===== src/rtl/ivf_pkg.sv =====
// constants shared by the indirect vco register forwarder
package ivf_pkg;

  // clocking
  localparam int SYS_CLK_MHZ     = 25;
  localparam int FSM_CLK_MAX_MHZ = 50;
  // fsm tick divider never runs faster than the system clock
  localparam int FSM_MIN_DIV     = (SYS_CLK_MHZ + FSM_CLK_MAX_MHZ - 1) / FSM_CLK_MAX_MHZ;

  // host serial frame: rw, 7-bit address, 24-bit data, msb first
  localparam logic [5:0] FRAME_BITS = 6'h20;
  localparam logic [5:0] HDR_BITS   = 6'h08;
  localparam int         DATA_BITS  = 24;
  localparam int         ADDR_BITS  = 7;

  // register offsets
  localparam logic [6:0] ADDR_INT_DIV     = 7'h03;
  localparam logic [6:0] ADDR_FRAC_DIV    = 7'h04;
  localparam logic [6:0] ADDR_INDIRECT    = 7'h05;
  localparam logic [6:0] ADDR_CAL_CFG     = 7'h0A;
  localparam logic [6:0] ADDR_BAND_STATUS = 7'h10;

  // reset values
  localparam logic [15:0] INDIRECT_RESET = 16'h0000;
  localparam logic [23:0] CAL_CFG_RESET  = 24'h000000;
  localparam logic [23:0] DIV_RESET      = 24'h000000;

  // calibration register fields
  localparam int CAL_FSM_DIS_BIT = 11;
  localparam int CAL_RATE_LSB    = 13;
  localparam int CAL_RATE_MSB    = 14;

  // indirect packet fields
  localparam int PKT_BITS    = 16;
  localparam int TGT_LSB     = 0;
  localparam int TGT_MSB     = 2;
  localparam int IDX_LSB     = 3;
  localparam int IDX_MSB     = 6;
  localparam int PAYLOAD_LSB = 7;
  localparam int PAYLOAD_MSB = 15;
  localparam logic [2:0] VCO_TARGET_ID = 3'h0;

  // vco register file
  localparam logic [3:0] VCO_REG_BAND   = 4'h0;
  localparam logic [3:0] VCO_REG_OUTDIV = 4'h2;
  localparam int         OUTDIV_LSB     = 0;
  localparam int         OUTDIV_MSB     = 2;
  localparam logic [2:0] OUTDIV_BYPASS  = 3'h1;
  localparam logic [2:0] OUTDIV_FUND    = 3'h2;

  // band search duration in fsm ticks
  localparam logic [7:0] CAL_SEARCH_TICKS = 8'h40;

  typedef enum logic [2:0] {
    IVF_CAL_IDLE   = 3'b001,
    IVF_CAL_SEARCH = 3'b010,
    IVF_CAL_SEND   = 3'b100
  } ivf_cal_state_t;

endpackage


===== src/rtl/ivf_vco_regfile.sv =====
// vco side register file, sixteen nine-bit words, registered read ports
`timescale 1ns/1ns
module ivf_vco_regfile (
  // clock and reset
  input  wire logic       sys_clk,
  input  wire logic       rst_n,
  // write port
  input  wire logic       wr_en,
  input  wire logic [3:0] wr_addr,
  input  wire logic [8:0] wr_data,
  // read ports
  input  wire logic [3:0] rd_addr_a,
  output logic      [8:0] rd_data_a,
  input  wire logic [3:0] rd_addr_b,
  output logic      [8:0] rd_data_b
);

  logic [8:0] mem [16];

  always_ff @(posedge sys_clk) begin
    if (!rst_n) begin
      for (int i = 0; i < 16; i++) begin
        mem[i] <= 9'h000;
      end
    end else if (wr_en) begin
      mem[wr_addr] <= wr_data;
    end
  end

  always_ff @(posedge sys_clk) begin
    if (!rst_n) begin
      rd_data_a <= 9'h000;
      rd_data_b <= 9'h000;
    end else begin
      rd_data_a <= mem[rd_addr_a];
      rd_data_b <= mem[rd_addr_b];
    end
  end

endmodule


===== src/rtl/ivf_forwarder.sv =====
// host serial register port, indirect vco packet forwarder and vco side
`timescale 1ns/1ns
module ivf_forwarder (
  // clock and reset
  input  wire logic       sys_clk,
  input  wire logic       rst_n,
  // host three-wire serial port
  input  wire logic       spi_sen,
  input  wire logic       spi_sck,
  input  wire logic       spi_sdi,
  output logic            spi_sdo,
  output logic            spi_sdo_oe,
  // band search result from the search logic
  input  wire logic [8:0] search_band,
  // internal serial link, visible for observation
  output logic            link_clk,
  output logic            link_sel,
  output logic            link_data,
  // vco side state
  output logic      [8:0] vco_band,
  output logic      [2:0] vco_out_div,
  output logic            diff_bypass,
  output logic            diff_fundamental,
  output logic            cal_busy
);

  // terminal count of the fsm tick divider for a rate code
  function automatic logic [2:0] tick_limit(input logic [1:0] rate);
    logic [2:0] lim;
    lim = 3'(ivf_pkg::FSM_MIN_DIV - 1);
    case (rate)
      2'h0:    lim = lim | 3'h0;
      2'h1:    lim = lim | 3'h1;
      2'h2:    lim = lim | 3'h3;
      default: lim = lim | 3'h7;
    endcase
    return lim;
  endfunction

  // synchronised host pins
  logic        sen_s1, sen_s2, sen_d;
  logic        sck_s1, sck_s2, sck_d;
  logic        sdi_s1, sdi_s2;
  logic        sck_rise, sen_end;
  logic [5:0]  bit_cnt;
  logic [31:0] rx_frame;
  logic [23:0] tx_word;
  logic        read_active;
  logic [23:0] read_value;
  logic [6:0]  hdr_addr;
  logic        hdr_done;
  logic        wr_stb;
  logic [6:0]  wr_addr;
  logic [23:0] wr_data;

  // pll side registers
  logic [23:0] int_div;
  logic [23:0] frac_div;
  logic [15:0] vco_indirect_write;
  logic [23:0] cal_cfg;
  logic        host_pending;
  logic        cal_trig;

  // fsm tick
  logic [2:0]  tick_cnt;
  logic        fsm_tick;

  // link transmitter and receiver
  logic        tx_busy;
  logic        tx_phase;
  logic [3:0]  tx_cnt;
  logic [15:0] tx_shift;
  logic        take_host, take_cal;
  logic        link_clk_d;
  logic [15:0] rx_shift;
  logic [4:0]  rx_cnt;
  logic        rx_full;
  logic        vco_wr_en;

  // calibration
  ivf_pkg::ivf_cal_state_t cal_state;
  logic [7:0]  search_cnt;

  // vco register two, full word
  logic [8:0]  vco_out_div_word;

  always_ff @(posedge sys_clk) begin
    if (!rst_n) begin
      sen_s1 <= 1'b0;
      sen_s2 <= 1'b0;
      sen_d  <= 1'b0;
      sck_s1 <= 1'b0;
      sck_s2 <= 1'b0;
      sck_d  <= 1'b0;
      sdi_s1 <= 1'b0;
      sdi_s2 <= 1'b0;
    end else begin
      sen_s1 <= spi_sen;
      sen_s2 <= sen_s1;
      sen_d  <= sen_s2;
      sck_s1 <= spi_sck;
      sck_s2 <= sck_s1;
      sck_d  <= sck_s2;
      sdi_s1 <= spi_sdi;
      sdi_s2 <= sdi_s1;
    end
  end

  assign sck_rise = sck_s2 & ~sck_d & sen_s2;
  assign sen_end  = ~sen_s2 & sen_d;
  assign hdr_done = sck_rise && (bit_cnt == ivf_pkg::HDR_BITS - 6'h01);
  assign hdr_addr = {rx_frame[5:0], sdi_s2};

  always_ff @(posedge sys_clk) begin
    if (!rst_n) begin
      bit_cnt  <= 6'h00;
      rx_frame <= 32'h00000000;
    end else if (!sen_s2) begin
      bit_cnt <= 6'h00;
    end else if (sck_rise) begin
      rx_frame <= {rx_frame[30:0], sdi_s2};
      if (bit_cnt != 6'h3F) begin
        bit_cnt <= bit_cnt + 6'h01;
      end
    end
  end

  // a write commits only on a complete frame, at the end of enable
  assign wr_stb  = sen_end && (bit_cnt == ivf_pkg::FRAME_BITS) && !rx_frame[31];
  assign wr_addr = rx_frame[30:24];
  assign wr_data = rx_frame[23:0];

  // vco register two never appears here; band status reads back the upper eight bits of the vco band word
  always_comb begin
    case (hdr_addr)
      ivf_pkg::ADDR_INT_DIV:     read_value = int_div;
      ivf_pkg::ADDR_FRAC_DIV:    read_value = frac_div;
      ivf_pkg::ADDR_INDIRECT:    read_value = {8'h00, vco_indirect_write};
      ivf_pkg::ADDR_CAL_CFG:     read_value = cal_cfg;
      ivf_pkg::ADDR_BAND_STATUS: read_value = {16'h0000, vco_band[8:1]};
      default:                   read_value = 24'h000000;
    endcase
  end

  // read data shifts after the host has sampled each rising edge
  always_ff @(posedge sys_clk) begin
    if (!rst_n) begin
      tx_word     <= 24'h000000;
      read_active <= 1'b0;
    end else if (!sen_s2) begin
      read_active <= 1'b0;
    end else if (hdr_done) begin
      tx_word     <= read_value;
      read_active <= rx_frame[6];
    end else if (sck_rise && read_active) begin
      tx_word <= {tx_word[22:0], 1'b0};
    end
  end

  assign spi_sdo    = tx_word[ivf_pkg::DATA_BITS-1];
  assign spi_sdo_oe = read_active & sen_s2;

  // pll side writes land at once
  always_ff @(posedge sys_clk) begin
    if (!rst_n) begin
      int_div  <= ivf_pkg::DIV_RESET;
      frac_div <= ivf_pkg::DIV_RESET;
      cal_cfg  <= ivf_pkg::CAL_CFG_RESET;
    end else if (wr_stb) begin
      if (wr_addr == ivf_pkg::ADDR_INT_DIV) int_div <= wr_data;
      if (wr_addr == ivf_pkg::ADDR_FRAC_DIV) frac_div <= wr_data;
      if (wr_addr == ivf_pkg::ADDR_CAL_CFG) cal_cfg <= wr_data;
    end
  end

  always_ff @(posedge sys_clk) begin
    if (!rst_n) begin
      vco_indirect_write <= ivf_pkg::INDIRECT_RESET;
    end else if (wr_stb && wr_addr == ivf_pkg::ADDR_INDIRECT) begin
      vco_indirect_write <= wr_data[ivf_pkg::PKT_BITS-1:0];
    end
  end

  // a newer write during a shift waits; the set wins over the take
  always_ff @(posedge sys_clk) begin
    if (!rst_n) begin
      host_pending <= 1'b0;
    end else if (wr_stb && wr_addr == ivf_pkg::ADDR_INDIRECT) begin
      host_pending <= 1'b1;
    end else if (take_host) begin
      host_pending <= 1'b0;
    end
  end

  assign cal_trig = wr_stb && !cal_cfg[ivf_pkg::CAL_FSM_DIS_BIT] &&
                    (wr_addr == ivf_pkg::ADDR_INT_DIV || wr_addr == ivf_pkg::ADDR_FRAC_DIV);

  // fsm tick, rate from the calibration register
  // restarted at each packet launch so every link bit lasts two full ticks
  always_ff @(posedge sys_clk) begin
    if (!rst_n) begin
      tick_cnt <= 3'h0;
    end else if (take_host || take_cal) begin
      tick_cnt <= 3'h0;
    end else if (fsm_tick) begin
      tick_cnt <= 3'h0;
    end else begin
      tick_cnt <= tick_cnt + 3'h1;
    end
  end

  assign fsm_tick = (tick_cnt >= tick_limit(cal_cfg[ivf_pkg::CAL_RATE_MSB:ivf_pkg::CAL_RATE_LSB]));

  // calibration controller; a divider write restarts it unless the fsm disable bit of the calibration register is set
  always_ff @(posedge sys_clk) begin
    if (!rst_n) begin
      cal_state  <= ivf_pkg::IVF_CAL_IDLE;
      search_cnt <= 8'h00;
    end else if (cal_trig) begin
      cal_state  <= ivf_pkg::IVF_CAL_SEARCH;
      search_cnt <= 8'h00;
    end else begin
      case (cal_state)
        ivf_pkg::IVF_CAL_IDLE: begin
          search_cnt <= 8'h00;
        end
        ivf_pkg::IVF_CAL_SEARCH: begin
          if (fsm_tick) begin
            if (search_cnt == ivf_pkg::CAL_SEARCH_TICKS - 8'h01) begin
              // nonzero target: the result is dropped, nothing sent
              cal_state <= (vco_indirect_write[ivf_pkg::TGT_MSB:ivf_pkg::TGT_LSB] == ivf_pkg::VCO_TARGET_ID) ?
                           ivf_pkg::IVF_CAL_SEND : ivf_pkg::IVF_CAL_IDLE;
            end
            search_cnt <= search_cnt + 8'h01;
          end
        end
        ivf_pkg::IVF_CAL_SEND: begin
          if (take_cal) begin
            cal_state <= ivf_pkg::IVF_CAL_IDLE;
          end
        end
        default: begin
          cal_state <= ivf_pkg::IVF_CAL_IDLE;
        end
      endcase
    end
  end

  assign cal_busy = (cal_state != ivf_pkg::IVF_CAL_IDLE);

  // host packets go ahead of the calibration result
  assign take_host = !tx_busy && host_pending;
  assign take_cal  = !tx_busy && !host_pending && (cal_state == ivf_pkg::IVF_CAL_SEND) && !cal_trig;

  // two ticks per bit: data set while clock low, sampled at rise
  always_ff @(posedge sys_clk) begin
    if (!rst_n) begin
      tx_busy  <= 1'b0;
      tx_phase <= 1'b0;
      tx_cnt   <= 4'h0;
      tx_shift <= 16'h0000;
    end else if (take_host) begin
      tx_busy  <= 1'b1;
      tx_phase <= 1'b0;
      tx_cnt   <= 4'h0;
      tx_shift <= vco_indirect_write;
    end else if (take_cal) begin
      tx_busy  <= 1'b1;
      tx_phase <= 1'b0;
      tx_cnt   <= 4'h0;
      tx_shift <= {search_band, vco_indirect_write[ivf_pkg::IDX_MSB:ivf_pkg::TGT_LSB]};
    end else if (tx_busy && fsm_tick) begin
      tx_phase <= ~tx_phase;
      if (tx_phase) begin
        if (tx_cnt == 4'(ivf_pkg::PKT_BITS - 1)) begin
          tx_busy <= 1'b0;
        end else begin
          tx_cnt   <= tx_cnt + 4'h1;
          tx_shift <= {tx_shift[14:0], 1'b0};
        end
      end
    end
  end

  assign link_clk  = tx_phase;
  assign link_sel  = tx_busy;
  assign link_data = tx_shift[ivf_pkg::PKT_BITS-1];

  // vco side receiver
  always_ff @(posedge sys_clk) begin
    if (!rst_n) begin
      link_clk_d <= 1'b0;
      rx_shift   <= 16'h0000;
      rx_cnt     <= 5'h00;
      rx_full    <= 1'b0;
    end else begin
      link_clk_d <= link_clk;
      rx_full    <= 1'b0;
      if (!link_sel) begin
        rx_cnt <= 5'h00;
      end else if (link_clk && !link_clk_d) begin
        rx_shift <= {rx_shift[14:0], link_data};
        rx_cnt   <= rx_cnt + 5'h01;
        rx_full  <= (rx_cnt == 5'(ivf_pkg::PKT_BITS - 1));
      end
    end
  end

  assign vco_wr_en = rx_full && (rx_shift[ivf_pkg::TGT_MSB:ivf_pkg::TGT_LSB] == ivf_pkg::VCO_TARGET_ID);

  ivf_vco_regfile u_regfile (
    .sys_clk   (sys_clk),
    .rst_n     (rst_n),
    .wr_en     (vco_wr_en),
    .wr_addr   (rx_shift[ivf_pkg::IDX_MSB:ivf_pkg::IDX_LSB]),
    .wr_data   (rx_shift[ivf_pkg::PAYLOAD_MSB:ivf_pkg::PAYLOAD_LSB]),
    .rd_addr_a (ivf_pkg::VCO_REG_BAND),
    .rd_data_a (vco_band),
    .rd_addr_b (ivf_pkg::VCO_REG_OUTDIV),
    .rd_data_b (vco_out_div_word)
  );

  assign vco_out_div = vco_out_div_word[ivf_pkg::OUTDIV_MSB:ivf_pkg::OUTDIV_LSB];

  // differential output routing follows the divide ratio
  always_ff @(posedge sys_clk) begin
    if (!rst_n) begin
      diff_bypass      <= 1'b0;
      diff_fundamental <= 1'b0;
    end else begin
      diff_bypass      <= (vco_out_div == ivf_pkg::OUTDIV_BYPASS);
      diff_fundamental <= (vco_out_div == ivf_pkg::OUTDIV_FUND);
    end
  end

endmodule


===== config.mk =====
export PLATFORM = sky130hd
export DESIGN_NAME = ivf_forwarder
export DESIGN_NICKNAME = d
export VERILOG_FILES = /design/src/rtl/ivf_pkg.sv /design/src/rtl/ivf_vco_regfile.sv /design/src/rtl/ivf_forwarder.sv
export SDC_FILE = /design/constraint.sdc
export NUM_CORES = 1
export LEC_CHECK = 0
export BUFFER_PORTS_ARGS = -buffer_cell sky130_fd_sc_hd__buf_2
export CORE_MARGIN = 10
export CORE_UTILIZATION = 60
export CTS_BUF_LIST = sky130_fd_sc_hd__clkbuf_4 sky130_fd_sc_hd__clkbuf_8
export DETAILED_ROUTE_END_ITERATION = 12
export PLACE_DENSITY_LB_ADDON = 0.25
export SLEW_MARGIN = 20
export SYNTH_ARGS = -nofsm -noshare
export SYNTH_HDL_FRONTEND = slang
export SYNTH_SLANG_ARGS = --single-unit

===== constraint.sdc =====
create_clock -name sys_clk -period 4.7 [get_ports sys_clk]
set_input_delay 0.235 -clock sys_clk [delete_from_list [all_inputs] [get_ports sys_clk]]
set_output_delay 0.235 -clock sys_clk [all_outputs]
set_load 0.02 [all_outputs]

* Word-level counts from Yosys, hierarchy flattened
Memory sizes are Yosys's and may differ from the RTL's. A register that Yosys moved wholly into a read port is not among the register bits.
Index checks and enable logic that the tools add are counted.
** Cells by class
- Order comparisons :: 1
- Mux-type cells :: 31
- Bitwise gates (word level) :: 10
- Reduce and logical (&&, ||, !) cells :: 53
- Add/subtract/negate cells :: 5
- Equality and inequality tests :: 31
** Operators with widths (count)
- case mux 24 bit (5 select lines) :: 1
- 2-to-1 mux 16 bit :: 5
- 2-to-1 mux 24 bit :: 2
- == test 7 x 3 -> 1 bit (second input constant) :: 4
- AND reduction 2 bit :: 10
- case mux 3 bit (3 select lines) :: 2
- case mux 8 bit (2 select lines) :: 1
- == test 7 x 2 -> 1 bit (second input constant) :: 2
- == test 7 x 4 -> 1 bit (second input constant) :: 2
- logical AND 1 bit :: 14
- 2-to-1 mux 1 bit :: 12
- 2-to-1 mux 3 bit :: 4
- != test 3 bit (second input constant) :: 4
- AND reduction 3 bit :: 4
- 2-to-1 mux 9 bit :: 1
- nonzero test 3 bit :: 3
- OR reduction 9 bit :: 1
- adder 8 x 1 -> 8 bit (second input constant) :: 1
- == test 8 x 6 -> 1 bit (second input constant) :: 1
- logical NOT 1 bit :: 8
- 2-to-1 mux 8 bit :: 1
- != test 2 bit (second input constant) :: 4
- AND reduction 4 bit :: 2
- == test 7 x 5 -> 1 bit (second input constant) :: 1
- 26 further kinds :: 41
** Word-level totals
- Input bits :: 14
- Word-level logic and storage cells :: 163
- Memories kept :: 1
- Memory bits (writable) :: 144
- Bits in registers :: 221
- Output and inout bits :: 20
** Memory list
- u_regfile.mem :: words 16, width 9, read ports 2, clocked after memory_dff 2, write ports 16, RTL line ivf_vco_regfile.sv:18 : logic [8:0] mem [16];

* Depth between registers and ports, before layout
Gate-level depths: netlist of the first run.
- Depth after elaboration :: 11
- Depth in mapped cells :: 9
- Mapped depth without buffers :: 7

* Cells and area by module
Synthesis of the first run repeated with hierarchy kept, for this count alone.
** Unflattened totals
- Cell total of the unflattened synthesis :: 1716
- Area, all modules :: 17688.2 um2
** By module, submodules not included
- ivf_forwarder :: area each 9424.0 um2, sequential area each 4424.2 um2, times used 1, cells an instance 1141
- ivf_vco_regfile :: area each 8264.2 um2, sequential area each 4684.5 um2, times used 1, cells an instance 575

* Worst setup path before layout of the first run
No wires, ideal clock.
- Path type :: reg-to-reg
- From :: reg cal_cfg[13]
- To :: reg tx_shift[10]
- Period minus slack after synthesis :: 2418 ps
- Slack :: 2282 ps
- Stages on the path, launching flop included :: 8
- Arrival :: 2325 ps
- Data required time :: 4608 ps
- Buffers on the path :: 0
- Setup time :: 92 ps
- Path through :: dfxtp_1 > or2_2 > ha_1 > nor2b_1 > o21a_1 > nor3b_1 > o31ai_4 > o32ai_1
** Between the ends
- Longest elaborated chain between the ends :: 6
- Elaborated cells on any way between the ends :: 8
- Those cells by class :: order compare (1); eq/ne (2); mux (1); reduce/logical (4)
** Ends and longest elaborated chain
- start: declaration :: RTL line ivf_forwarder.sv:60 : logic [23:0] cal_cfg;
- start signal: assignment :: RTL line ivf_forwarder.sv:168 : cal_cfg <= ivf_pkg::CAL_CFG_RESET;
- start signal: assignment :: RTL line ivf_forwarder.sv:172 : if (wr_addr == ivf_pkg::ADDR_CAL_CFG) cal_cfg <= wr_data;
- == test 2 bit (tied with other cells) :: RTL line ivf_forwarder.sv:31 : case (rate)
- case mux 3 bit (3 select lines) * :: RTL line ivf_forwarder.sv:31
- >= comparator 3 bit * :: RTL line ivf_forwarder.sv:212 : assign fsm_tick = (tick_cnt >= tick_limit(cal_cfg[ivf_pkg::CAL_RATE_MSB:ivf_pkg::CAL_RATE_LSB]));
- logical AND 1 bit * :: RTL line ivf_forwarder.sv:272 : end else if (tx_busy && fsm_tick) begin
- nonzero test 3 bit (no line) *
- AND reduction 3 bit (no line) *
- end signal: assignment :: RTL line ivf_forwarder.sv:266 : tx_shift <= vco_indirect_write;
- end signal: assignment :: RTL line ivf_forwarder.sv:271 : tx_shift <= {search_band, vco_indirect_write[ivf_pkg::IDX_MSB:ivf_pkg::TGT_LSB]};
- end signal: assignment :: RTL line ivf_forwarder.sv:279 : tx_shift <= {tx_shift[14:0], 1'b0};
- end: declaration :: RTL line ivf_forwarder.sv:72 : logic [15:0] tx_shift;
Mark *: on every way between the ends. The rest lies on a longest branch, timed or not.
A chain may end at the register's enable or synchronous reset.

* Worst setup path in the final report of the first run
- From :: reg bit_cnt[0]
- To :: reg int_div[7]
** Between the ends
- Longest elaborated chain between the ends :: 4
** Ends and longest elaborated chain
- start: declaration :: RTL line ivf_forwarder.sv:45 : logic [5:0] bit_cnt;
- start signal: assignment :: RTL line ivf_forwarder.sv:123 : bit_cnt <= bit_cnt + 6'h01;
- == test 6 bit :: RTL line ivf_forwarder.sv:129 : assign wr_stb = sen_end && (bit_cnt == ivf_pkg::FRAME_BITS) && !rx_frame[31];
- logical AND 1 bit (2 in a row) :: RTL line ivf_forwarder.sv:129
- AND reduction 2 bit (no line)
- end signal: assignment :: RTL line ivf_forwarder.sv:166 : int_div <= ivf_pkg::DIV_RESET;
- end signal: assignment :: RTL line ivf_forwarder.sv:170 : if (wr_addr == ivf_pkg::ADDR_INT_DIV) int_div <= wr_data;
- end: declaration :: RTL line ivf_forwarder.sv:57 : logic [23:0] int_div;
No other way between the ends.

==> flow_summary.yaml, run 1 <==
timing:
  worst_pin_slew_ns: 1.07
  setup_viol: 0
  finalCriticalPeriod_ns: 2.79
  fin_crit_sh_pct: 59.3
  finalHoldViolations: 0
  max-slew-margin-rel_pct: 28.4
  holdWs_ns: 0.256
  fin_skew_ns: 0.0117
  finalSetupTns_ns: 0
  rsz0062_at_grt: "no"
  fmaxAchievable_mhz: 359
  drv_slew: 0
grt:
  grt_pass1_vias: 8334
  antenna_found_initial: 0
  track_usage_pct: 21.9
  grt_pass1_wl_um: 41400
  grt_overflow: 0
  grt_max_degree: 100
placed_design:
  port_buffers: 33
  dp_hpwl_um: 15200
  place.gp.congestion: 0.835
  place_area_mm2: 0.0105
final_layout:
  final_layout_size_suffix_gt1_share_pct: 11.7
  fillers: 1334
  fin_area_mm2: 0.0115
  final_core_util_pct: 68.6
  multi_input_area_mm2: 0.00480
  antennaDiodeCount: 0
  area_delta_synth_final_pct: 11.2
  finalNetCount: 1247
  regArea_mm2: 0.00502
power:
  p_total_mw: 4.19
  power.density_mw_per_mm2: 366
  p_leak_nw: 4.24
  ir_drop_v: 0.000364
synth:
  async_reset_ff_share_pct: 0
  yosys_warnings: 0
  ys.flop_type: "dfxtp_1"
  syn-num-nets: 1237
  yosysUniqueCellTypes: 62
  yosys_register_bits: 245
  synth_area_per_cell_um2: 8.49
  synth_area_mm2: 0.0103
  synth_cells: 1213
  ys_seq_area_share_pct: 48.8
  synth-edff-count: 12
clock_network:
  clkTransAtPathRegs_ns: 0.06
  insertion_delay_ns: 0.54
  cts_resized: 0
  cts_tree: "done"
  clock_path_buffers: 3
  cts.sinks: 245
  htree_levels: 2
  clock-root-buffer: "clkbuf_8"
  cts_made_buffers: 41
route:
  wl_um: 24900
  wl_per_cell_um: 16.9
  vias: 8712
  first_pass_iters: 5
  drt_iter0_drc: 771
  ant_nets: 0
  drc: 0
  vias_per_cell: 5.91
die:
  die_h_um: 151
  core_mm2: 0.0167
  dieArea_mm2: 0.0228
  die_x_um: 151
  ios: 34
  floorplan.initialDensity_pct: 61.6
  row_count: 47
critical_path:
  end_kind: "flop"
  timing.rr.start: "bit_cnt[0]"
  r2r_end: "int_div[7]"
  r2r_cells: 8
  critPathLaunchType: "flop"
  crit_type: "flop to flop"
  cp_top_family: "simple AND/OR/NAND/NOR gates"
  cp-endpoint: "int_div[7]"
  path_depth: 8
  cp.arrival_ns: 3.24
  crit_path_max_fanout: 24
  cp-startpoint: "bit_cnt[0]"
  critPathRequiredTime_ns: 5.15
  crit_path_max_incr_delay_ns: 0.88
  cp_slowest_cell: "and3_1"
  ff2ff_setup_slack_ns: 1.91
  crit_buf_inv: 2
  path_cells: "inv_1 > ha_1 > or4b_4 > nor4_4 > buf_4 > and3_1 > nand2_1 > a21oi_1"
flow_run:
  drv_cap: 0
worst_hold_path:
  holdCritPathClass: "input port to flop"
status:
  status: "finished clean"
==> routing by layer <==
| metal | global-route usage (%) | wire length, µm | vias up |
|---|---|---|---|
| met5 | 0 | 0 | - |
| met1 | 29.2 | 11100 | 4153 |
| met4 | 7.27 | 469 | 0 |
| li1 | - | - | 4240 |
| met3 | 3.52 | 1590 | 47 |
| met2 | 35.6 | 11800 | 272 |
==> worst register-to-register path, stage by stage (launching register included) <==
cell     delay, ns
dfxtp_1       0.35
inv_1         0.07
ha_1          0.12
or4b_4        0.47
nor4_4        0.21
buf_4         0.28
and3_1        0.88
nand2_1       0.16
a21oi_1       0.17
==> state kept, by name, summed over array words and instances (netlist names), 3 cells and up <==
signal and count:
cal_state 3, tx_word 24, rx_shift 16, search_cnt 8
int_div 24, tick_cnt 3, vco_indirect_write 16, cal_cfg 24
rx_frame 32, rx_cnt 5, tx_cnt 4, u_regfile.rd_data_b 3
frac_div 24, u_regfile.rd_data_a 9, bit_cnt 6, u_regfile.mem 12
tx_shift 16
==> logic make-up after synthesis <==
kind of cell / share of synthesized area (%)
AND/OR/NAND/NOR: 22.0
AO/OA/AOI/OAI: 18.1
flip-flops: 48.8
buffers and inverters: 4.74
multiplexers: 4.14
XOR/XNOR: 1.02
adder cells (fa/ha/maj): 1.22
==> synth_stat cells, drive strengths merged (6+ instances only) <==
| master | number | area share, % |
|---|---|---|
| nand4 | 13 | 0.79 |
| a21oi | 151 | 7.4 |
| nor3 | 6 | 0.29 |
| a211oi | 21 | 1.5 |
| o32ai | 9 | 0.77 |
| nand3 | 11 | 0.63 |
| nor2 | 64 | 2.3 |
| dfxtp | 233 | 45 |
| nor4 | 9 | 0.69 |
| a31oi | 13 | 0.79 |
| mux2i | 37 | 3.6 |
| o31ai | 7 | 0.64 |
| clkbuf | 67 | 2.4 |
| nor2b | 8 | 0.49 |
| edfxtp | 12 | 3.5 |
| buf | 20 | 1.2 |
| xor2 | 7 | 0.60 |
| o21ai | 25 | 1.2 |
| a22o | 12 | 1.0 |
| nand2 | 281 | 10 |
| and3 | 22 | 1.3 |
| o21a | 6 | 0.44 |
| a221o | 8 | 0.78 |
| a311oi | 6 | 0.51 |
| inv | 30 | 1.1 |
| and2 | 39 | 2.4 |
| ha | 10 | 1.2 |
| a22oi | 9 | 0.66 |
| o211ai | 16 | 1.2 |
==> placed cells by master, fill, tap and decap left out, drive strengths merged, types with 6 or more instances in the layout <==
| cell type | instances |
|---|---|
| a211oi | 21 |
| a21oi | 151 |
| a221o | 8 |
| a22o | 12 |
| a22oi | 9 |
| a311oi | 6 |
| a31oi | 13 |
| and2 | 39 |
| and3 | 22 |
| buf | 51 |
| clkbuf | 69 |
| dfxtp | 233 |
| edfxtp | 12 |
| ha | 10 |
| inv | 31 |
| mux2i | 37 |
| nand2 | 281 |
| nand3 | 11 |
| nand4 | 13 |
| nor2 | 64 |
| nor2b | 8 |
| nor3 | 6 |
| nor4 | 9 |
| o211ai | 16 |
| o21a | 6 |
| o21ai | 25 |
| o31ai | 7 |
| o32ai | 9 |
| xor2 | 7 |
==> report_power, final <==
| group | leakage [nW] | total, mW | internal [mW] | switching (mW) |
|---|---|---|---|---|
| combinational | 1.77 | 0.0789 | 0.0225 | 0.0564 |
| sequential | 1.99 | 2.11 | 2.11 | 0.00594 |
| clock | 0.476 | 1.99 | 1.16 | 0.839 |
| total | 4.24 | 4.19 | 3.28 | 0.902 |
==> worst min-delay path by stage <==
stage	endpoint	cells after the start	startpoint
floorplan	sck_s1	1	spi_sck
global placement	sen_s2	1	sen_s1
detailed placement	diff_fundamental	1	u_regfile.rd_data_b[0]
CTS	tx_shift[13]	5	search_band[6]
global route	tx_shift[8]	5	search_band[1]
finish	tx_shift[13]	5	search_band[6]
==> per-stage QoR <==
stage,setup slack (ns),cells
floorplan,2.28,1213
global placement,2.04,1397
detailed placement,1.96,1397
CTS,1.94,1474
global route,1.70,1474
finish,1.91,1474
==> layout make-up <==
type	count	share of cell area, %
timing repair buffer	54	2.99
clock inverter	5	0.273
clock buffer	69	7.53
sequential	245	43.9
inverter	31	1.04
tap	220	2.40
multi-input combinational	850	41.9
==> repair_timing <==
item / CTS / global route
buffers inserted: 0 / 0
endpoints found under the hold margin: 3 / 0
hold buffers: 3 / 0
No activity file was read; power rests on OpenSTA's default activity.
==> run 2, diff against run 1 <==
--- a/config.mk
+++ b/config.mk
@@ -5,9 +5,10 @@
 export SDC_FILE = /design/constraint.sdc
 export NUM_CORES = 1
 export LEC_CHECK = 0
+export ABC_AREA = 1
 export BUFFER_PORTS_ARGS = -buffer_cell sky130_fd_sc_hd__buf_2
 export CORE_MARGIN = 10
-export CORE_UTILIZATION = 60
+export CORE_UTILIZATION = 58
 export CTS_BUF_LIST = sky130_fd_sc_hd__clkbuf_4 sky130_fd_sc_hd__clkbuf_8
 export DETAILED_ROUTE_END_ITERATION = 12
 export PLACE_DENSITY_LB_ADDON = 0.25
==> constraint.sdc (replaced) <==
create_clock -name sys_clk -period 2.3 [get_ports sys_clk]
set_input_delay 0.115 -clock sys_clk [delete_from_list [all_inputs] [get_ports sys_clk]]
set_output_delay 0.115 -clock sys_clk [all_outputs]
set_load 0.02 [all_outputs]
==> run 2 against run 1 <==
Net effect: final cell count up 17%; combinational power rose to 2.5 times the previous value; maximum frequency grew 29%; global-route usage decreased by 1.3 points; core utilization is 2.6 points lower; count of clock-buffer cells in the layout down 9; clock power up 100%; sequential share of layout area down 1.3 points; total power up 100%; critical path type unchanged.
==> flow_summary.yaml, run 2 <==
synth:
  synthTopCellsByArea: "dfxtp_1 (44%), nand2_1 (9.1%), o21ai_0 (8.9%)"
  synth_commonest_cells: "nand2_1 (254), dfxtp_1 (233), nor2_1 (203)"
  yosys_register_bits: 245
  netlist.area_leader.share_pct: 44.5
  synth_top_cell_by_area: "dfxtp_1"
  syn-num-nets: 1451
  synth_area_mm2: 0.0105
  yosys_warnings: 0
  synth_area_per_cell_um2: 7.35
  synth_cells: 1427
  async_reset_ff_share_pct: 0
  synth-edff-count: 12
  ys.flop_type: "dfxtp_1"
  yosys.cell_count.top_type: "nand2_1"
  yosysUniqueCellTypes: 41
  ys_seq_area_share_pct: 47.9
final_layout:
  largest-register: "rx_frame"
  antennaDiodeCount: 0
  final_layout_size_suffix_gt1_share_pct: 13.2
  fin_area_mm2: 0.0118
  final_common_cell: "nand2_1"
  area_delta_synth_final_pct: 12.6
  largest_register_ffs: 32
  final_cell_mix: "nand2_1 (254), dfxtp_1 (233), nor2_1 (203), o21ai_0 (187), inv_1 (132)"
  finalNetCount: 1494
  final_core_util_pct: 66.0
die:
  floorplan.initialDensity_pct: 58.6
  core_mm2: 0.0179
  row_count: 49
  dieArea_mm2: 0.0239
  die_h_um: 154
  die_x_um: 154
  ios: 34
timing:
  worst_pin_slew_ns: 0.636
  finalCriticalPeriod_ns: 2.15
  fin_crit_sh_pct: 93.7
  fin_ws_ns: 0.145
  rsz0062_at_grt: "no"
  fin_skew_ns: 0.0235
  finalSetupTns_ns: 0
  finalHoldViolations: 0
  setup_viol: 0
  max-slew-margin-rel_pct: 57.6
  drv_slew: 0
  fmaxAchievable_mhz: 464
status:
  status: "finished clean"
critical_path:
  cp.arrival_ns: 2.63
  end_kind: "flop"
  timing.rr.start: "cal_cfg[13]"
  worst_path_most_repeated_cell: "nand3_1"
  crit_path_max_fanout: 22
  critPathLaunchType: "flop"
  cp_slowest_cell: "dfxtp_1"
  path_cells: "or2_2 > ha_1 > nand3_1 > nand3_1 > nand4_1 > buf_4 > nand3_4 > nand2_1 > inv_1 > a21oi_1"
  critPathRequiredTime_ns: 2.77
  crit_path_max_incr_delay_ns: 0.33
  crit_type: "flop to flop"
  cp-startpoint: "cal_cfg[13]"
placed_design:
  port_buffers: 33
  dp_hpwl_um: 16200
  pre_cts_slack_ns: 0.201
  place_area_mm2: 0.0109
  place.gp.congestion: 0.810
route:
  vias: 9352
  wl_per_cell_um: 14.5
  vias_per_cell: 5.41
  wl_um: 25100
  ant_nets: 0
  drt_iter0_drc: 843
  first_pass_iters: 6
  drc: 0
grt:
  antenna_found_initial: 0
  grt_overflow: 0
  grt_pass1_vias: 8736
  track_usage_pct: 20.6
  grt_pass1_wl_um: 42000
  grt_max_degree: 148
clock_network:
  clkTransAtPathRegs_ns: 0.06
  htree_levels: 2
  cts_tree: "done"
  clock-root-buffer: "clkbuf_8"
  insertion_delay_ns: 0.56
  clock_path_buffers: 3
  cts_made_buffers: 40
  cts.sinks: 245
  cts_resized: 0
flow_run:
  drv_cap: 0
worst_hold_path:
  holdCritPathClass: "input port to flop"
  hold_start: "search_band[7]"
power:
  ir_drop_v: 0.000473
  p_leak_nw: 5.31
  power.density_mw_per_mm2: 724
  p_total_mw: 8.55
run 2: changes by cell type in the layout (fill, tap and decap cells not counted), moves of 17 or more:
cell      change
inv_1       +102
mux2i_1      -37
buf_4        +17
nand3_1      +82
a21oi_1      -52
o21ai_0     +163
and3_1       -22
and2_1       -35
nor2_1      +140
nand2_1      -27
a211oi_1     -19
run 2: kinds of logic (layout without fill, tap and decap cells):
logic type	after synthesis	in the layout	share of synthesized area, %
XOR/XNOR	2	2	0.167
AND/OR/NAND/NOR	640	640	27.0
adder cells (fa/ha/maj)	10	10	1.19
buffers and inverters	225	297	8.59
flip-flops	245	245	47.9
AO/OA/AOI/OAI	305	305	15.2
run 2: path summary, 6_finish.rpt:
kind                        to  slack, ns  depth (start not counted)
hold / removal    tx_shift[14]       0.02                          4
hold reg to reg         sck_s2       0.41                          2
setup / recovery   tx_shift[8]       0.15                         10
setup reg to reg   tx_shift[8]       0.15                         10
run 2: where the power goes:
part / internal [mW] / switching [mW]
registers: 4.31 / 0.0225
logic: 0.0660 / 0.135
clock network: 2.29 / 1.73
total: 6.66 / 1.89
run 2: critical path: cells and delay by family (launching register included):
kind            cells  cell delay [ns]
fa+ha+maj           1             0.27
simple gates        6             1.05
compound gates      1             0.11
buf+inv             2             0.32
flops               1             0.33
run 2: per-stage QoR:
stage                     hold WS, ns  std cells
after floorplan                 0.213       1427
after global placement          0.299       1648
after detailed placement        0.301       1648
after CTS                     0.00685       1728
after global routing           0.0691       1728
final                          0.0235       1728
run 2: timing repair:
item                                    CTS  global route
hold buffers                              9             0
hold endpoints to repair                  9             0
endpoints found under the setup margin    0             0
setup buffers                             0             0
run 2: final cells by class:
type	instances	area, µm²
fillers	1524	6090
multi-input cells	957	4560
clock buffers	60	738
repair buffers	76	526
well taps	229	287
inverters	150	563
clock inverters	11	111
flip-flops and latches	245	5020
run 2: routing by layer:
layer,wire length [µm],global-route usage (%),vias up,part of all wire [%]
li1,-,-,4723,-
met1,11900,27.9,4318,47
met2,11100,31.9,265,44
met3,1590,3.52,46,6.3
met4,562,8.32,0,2.2
met5,0,0,-,0
==> run 3, diff against run 2 <==
--- a/config.mk
+++ b/config.mk
@@ -7,9 +7,11 @@
 export LEC_CHECK = 0
 export ABC_AREA = 1
 export BUFFER_PORTS_ARGS = -buffer_cell sky130_fd_sc_hd__buf_2
+export CORE_ASPECT_RATIO = 0.9
 export CORE_MARGIN = 10
 export CORE_UTILIZATION = 58
 export CTS_BUF_LIST = sky130_fd_sc_hd__clkbuf_4 sky130_fd_sc_hd__clkbuf_8
+export CTS_CLUSTER_SIZE = 14
 export DETAILED_ROUTE_END_ITERATION = 12
 export PLACE_DENSITY_LB_ADDON = 0.25
 export SLEW_MARGIN = 20
==> run 3 against run 2 <==
Net effect: total power down 3.1%; sequential power about the same; first-iteration DRC count down 1.4%; critical path depth unchanged; clock power down 7.0%; combinational power up 3%; core utilization up 0.85 points; sequential cell count unchanged.
==> flow_summary.yaml, run 3 (synthesized netlist as in run 2, its figures left out) <==
grt:
  use_met1_pct: 30.5
  use_met3_pct: 3.66
  track_usage_pct: 21.4
  antenna_found_initial: 0
  gr-usage-met2_pct: 32.9
  grt_pass1_wl_um: 43300
  top_usage_layer: "met2"
  grt_pass1_vias: 8789
  grt_overflow: 0
  grt_max_degree: 110
clock_network:
  cts_made_buffers: 39
  insertion_delay_ns: 0.55
  htree_levels: 2
  clock-root-buffer: "clkbuf_8"
  cts_tree: "done"
  post_cts_buffers: 0
  cts.sinks: 245
  clkTransAtPathRegs_ns: 0.06
  clock_path_buffers: 3
timing:
  finalHoldViolations: 0
  rsz0062_at_grt: "no"
  fin_skew_ns: 0.0143
  drv_slew: 0
  fin_ws_ns: 0.193
  finalSetupTns_ns: 0
  fmaxAchievable_mhz: 475
  setup_viol: 0
  worst_pin_slew_ns: 0.800
  max-slew-margin-rel_pct: 46.5
  finalCriticalPeriod_ns: 2.11
  fin_crit_sh_pct: 91.6
critical_path:
  path_cells: "or2_2 > ha_1 > nand3_1 > nand3_1 > nand4_1 > buf_4 > nor2_1 > xor2_1 > inv_1 > nor2_1"
  cp.arrival_ns: 2.58
  ff2ff_setup_slack_ns: 0.19
  critPathLaunchType: "flop"
  cp_slowest_cell: "dfxtp_1"
  crit_type: "flop to flop"
  r2r_end: "tx_cnt[3]"
  end_kind: "flop"
  crit_path_max_fanout: 21
  crit_path_max_incr_delay_ns: 0.33
  r2r_cells: 10
  critPathRequiredTime_ns: 2.77
  timing.rr.start: "cal_cfg[13]"
final_layout:
  fin_area_mm2: 0.0118
  finalNetCount: 1494
  area_delta_synth_final_pct: 12.6
  final_layout_size_suffix_gt1_share_pct: 12.8
  final_common_cell: "nand2_1"
  antennaDiodeCount: 0
  largest_register_ffs: 32
  final_cell_mix: "nand2_1 (254), dfxtp_1 (233), nor2_1 (202), o21ai_0 (187), inv_1 (132)"
  final_core_util_pct: 66.8
  largest-register: "rx_frame"
route:
  drc: 0
  drt_iter0_drc: 831
  ant_nets: 0
  wl_um: 25800
  first_pass_iters: 5
  vias: 9426
  wl_per_cell_um: 14.9
  vias_per_cell: 5.43
flow_run:
  drv_cap: 0
worst_hold_path:
  holdCritPathClass: "input port to flop"
  worstHoldPathCells: 4
  hold_start: "rst_n"
  hold_end: "u_regfile.rd_data_b[0]"
power:
  p_total_mw: 8.29
  p_leak_nw: 5.29
  ir_drop_v: 0.000698
  power.density_mw_per_mm2: 702
die:
  floorplan.initialDensity_pct: 59.4
  die_h_um: 148
  dieArea_mm2: 0.0239
  die_x_um: 162
  row_count: 46
  core_mm2: 0.0177
  ios: 34
placed_design:
  place.gp.congestion: 0.858
  place_area_mm2: 0.0109
  pre_cts_slack_ns: 0.199
  dp_hpwl_um: 16700
  port_buffers: 33
status:
  status: "finished clean"
==> run 3: cell count changes in the layout (fill, tap and decap cells not counted) <==
cell and delta:
nand2_8 +1, clkinv_2 -3, bufinv_16 -2, dlygate4sd3_1 +3, nor2_2 +1, nand2_4 -1
buf_12 +2, nor2_1 -1, clkbuf_8 +1, clkbuf_4 -1, buf_4 -4
==> run 3: layer usage <==
metal	share of wire, %	vias to the layer above
met5	0	-
li1	-	4724
met4	1.4	0
met3	7.5	37
met1	48	4359
met2	43	306
==> run 3: layout make-up <==
cell class | count | area, µm²
clock buffer | 60 | 744
multi-input combinational | 957 | 4570
inverter | 150 | 563
timing repair buffer | 77 | 566
clock inverter | 6 | 36.3
sequential | 245 | 5020
fill | 1524 | 5860
tap | 240 | 300
==> run 3: how the worst max path moves through the flow <==
stage / startpoint / endpoint / slack [ns] / cells past startpoint
after floorplan: cal_cfg[13] / tx_shift[13] / 0.40 / 9
after global placement: cal_cfg[13] / tx_cnt[3] / 0.26 / 10
after detailed placement: cal_cfg[13] / tx_cnt[3] / 0.20 / 10
after CTS: cal_cfg[13] / tx_cnt[3] / 0.21 / 10
after global routing: cal_cfg[13] / tx_cnt[3] / 0.03 / 10
final: cal_cfg[13] / tx_cnt[3] / 0.19 / 10
==> run 3: through the flow <==
| step | std cells | hold slack (ns) |
|---|---|---|
| floorplan | 1427 | 0.213 |
| finish | 1735 | 0.128 |
| detailed placement | 1657 | 0.303 |
| global placement | 1657 | 0.295 |
| global route | 1735 | 0.141 |
| CTS | 1735 | 0.106 |
==> run 3: report_power, final <==
group / leakage (nW) / internal [mW] / switching [mW]
combinational: 2.87 / 0.0710 / 0.137
sequential: 2.00 / 4.31 / 0.0222
clock: 0.418 / 2.06 / 1.69
==> run 3: timing repair <==
action | CTS | global route
endpoints found under the hold margin | 12 | 0
gates resized for setup | 0 | 2
hold buffers | 12 | 0
endpoints found under the setup margin | 0 | 1
==> run 3: worst max-delay path, delay by kind of cell, from the launching register on <==
kind | cells | cell delay [ns]
buffers and inverters | 2 | 0.32
adder cells (fa/ha/maj) | 1 | 0.28
AND/OR/NAND/NOR | 6 | 0.96
XOR/XNOR | 1 | 0.15
flip-flops | 1 | 0.33
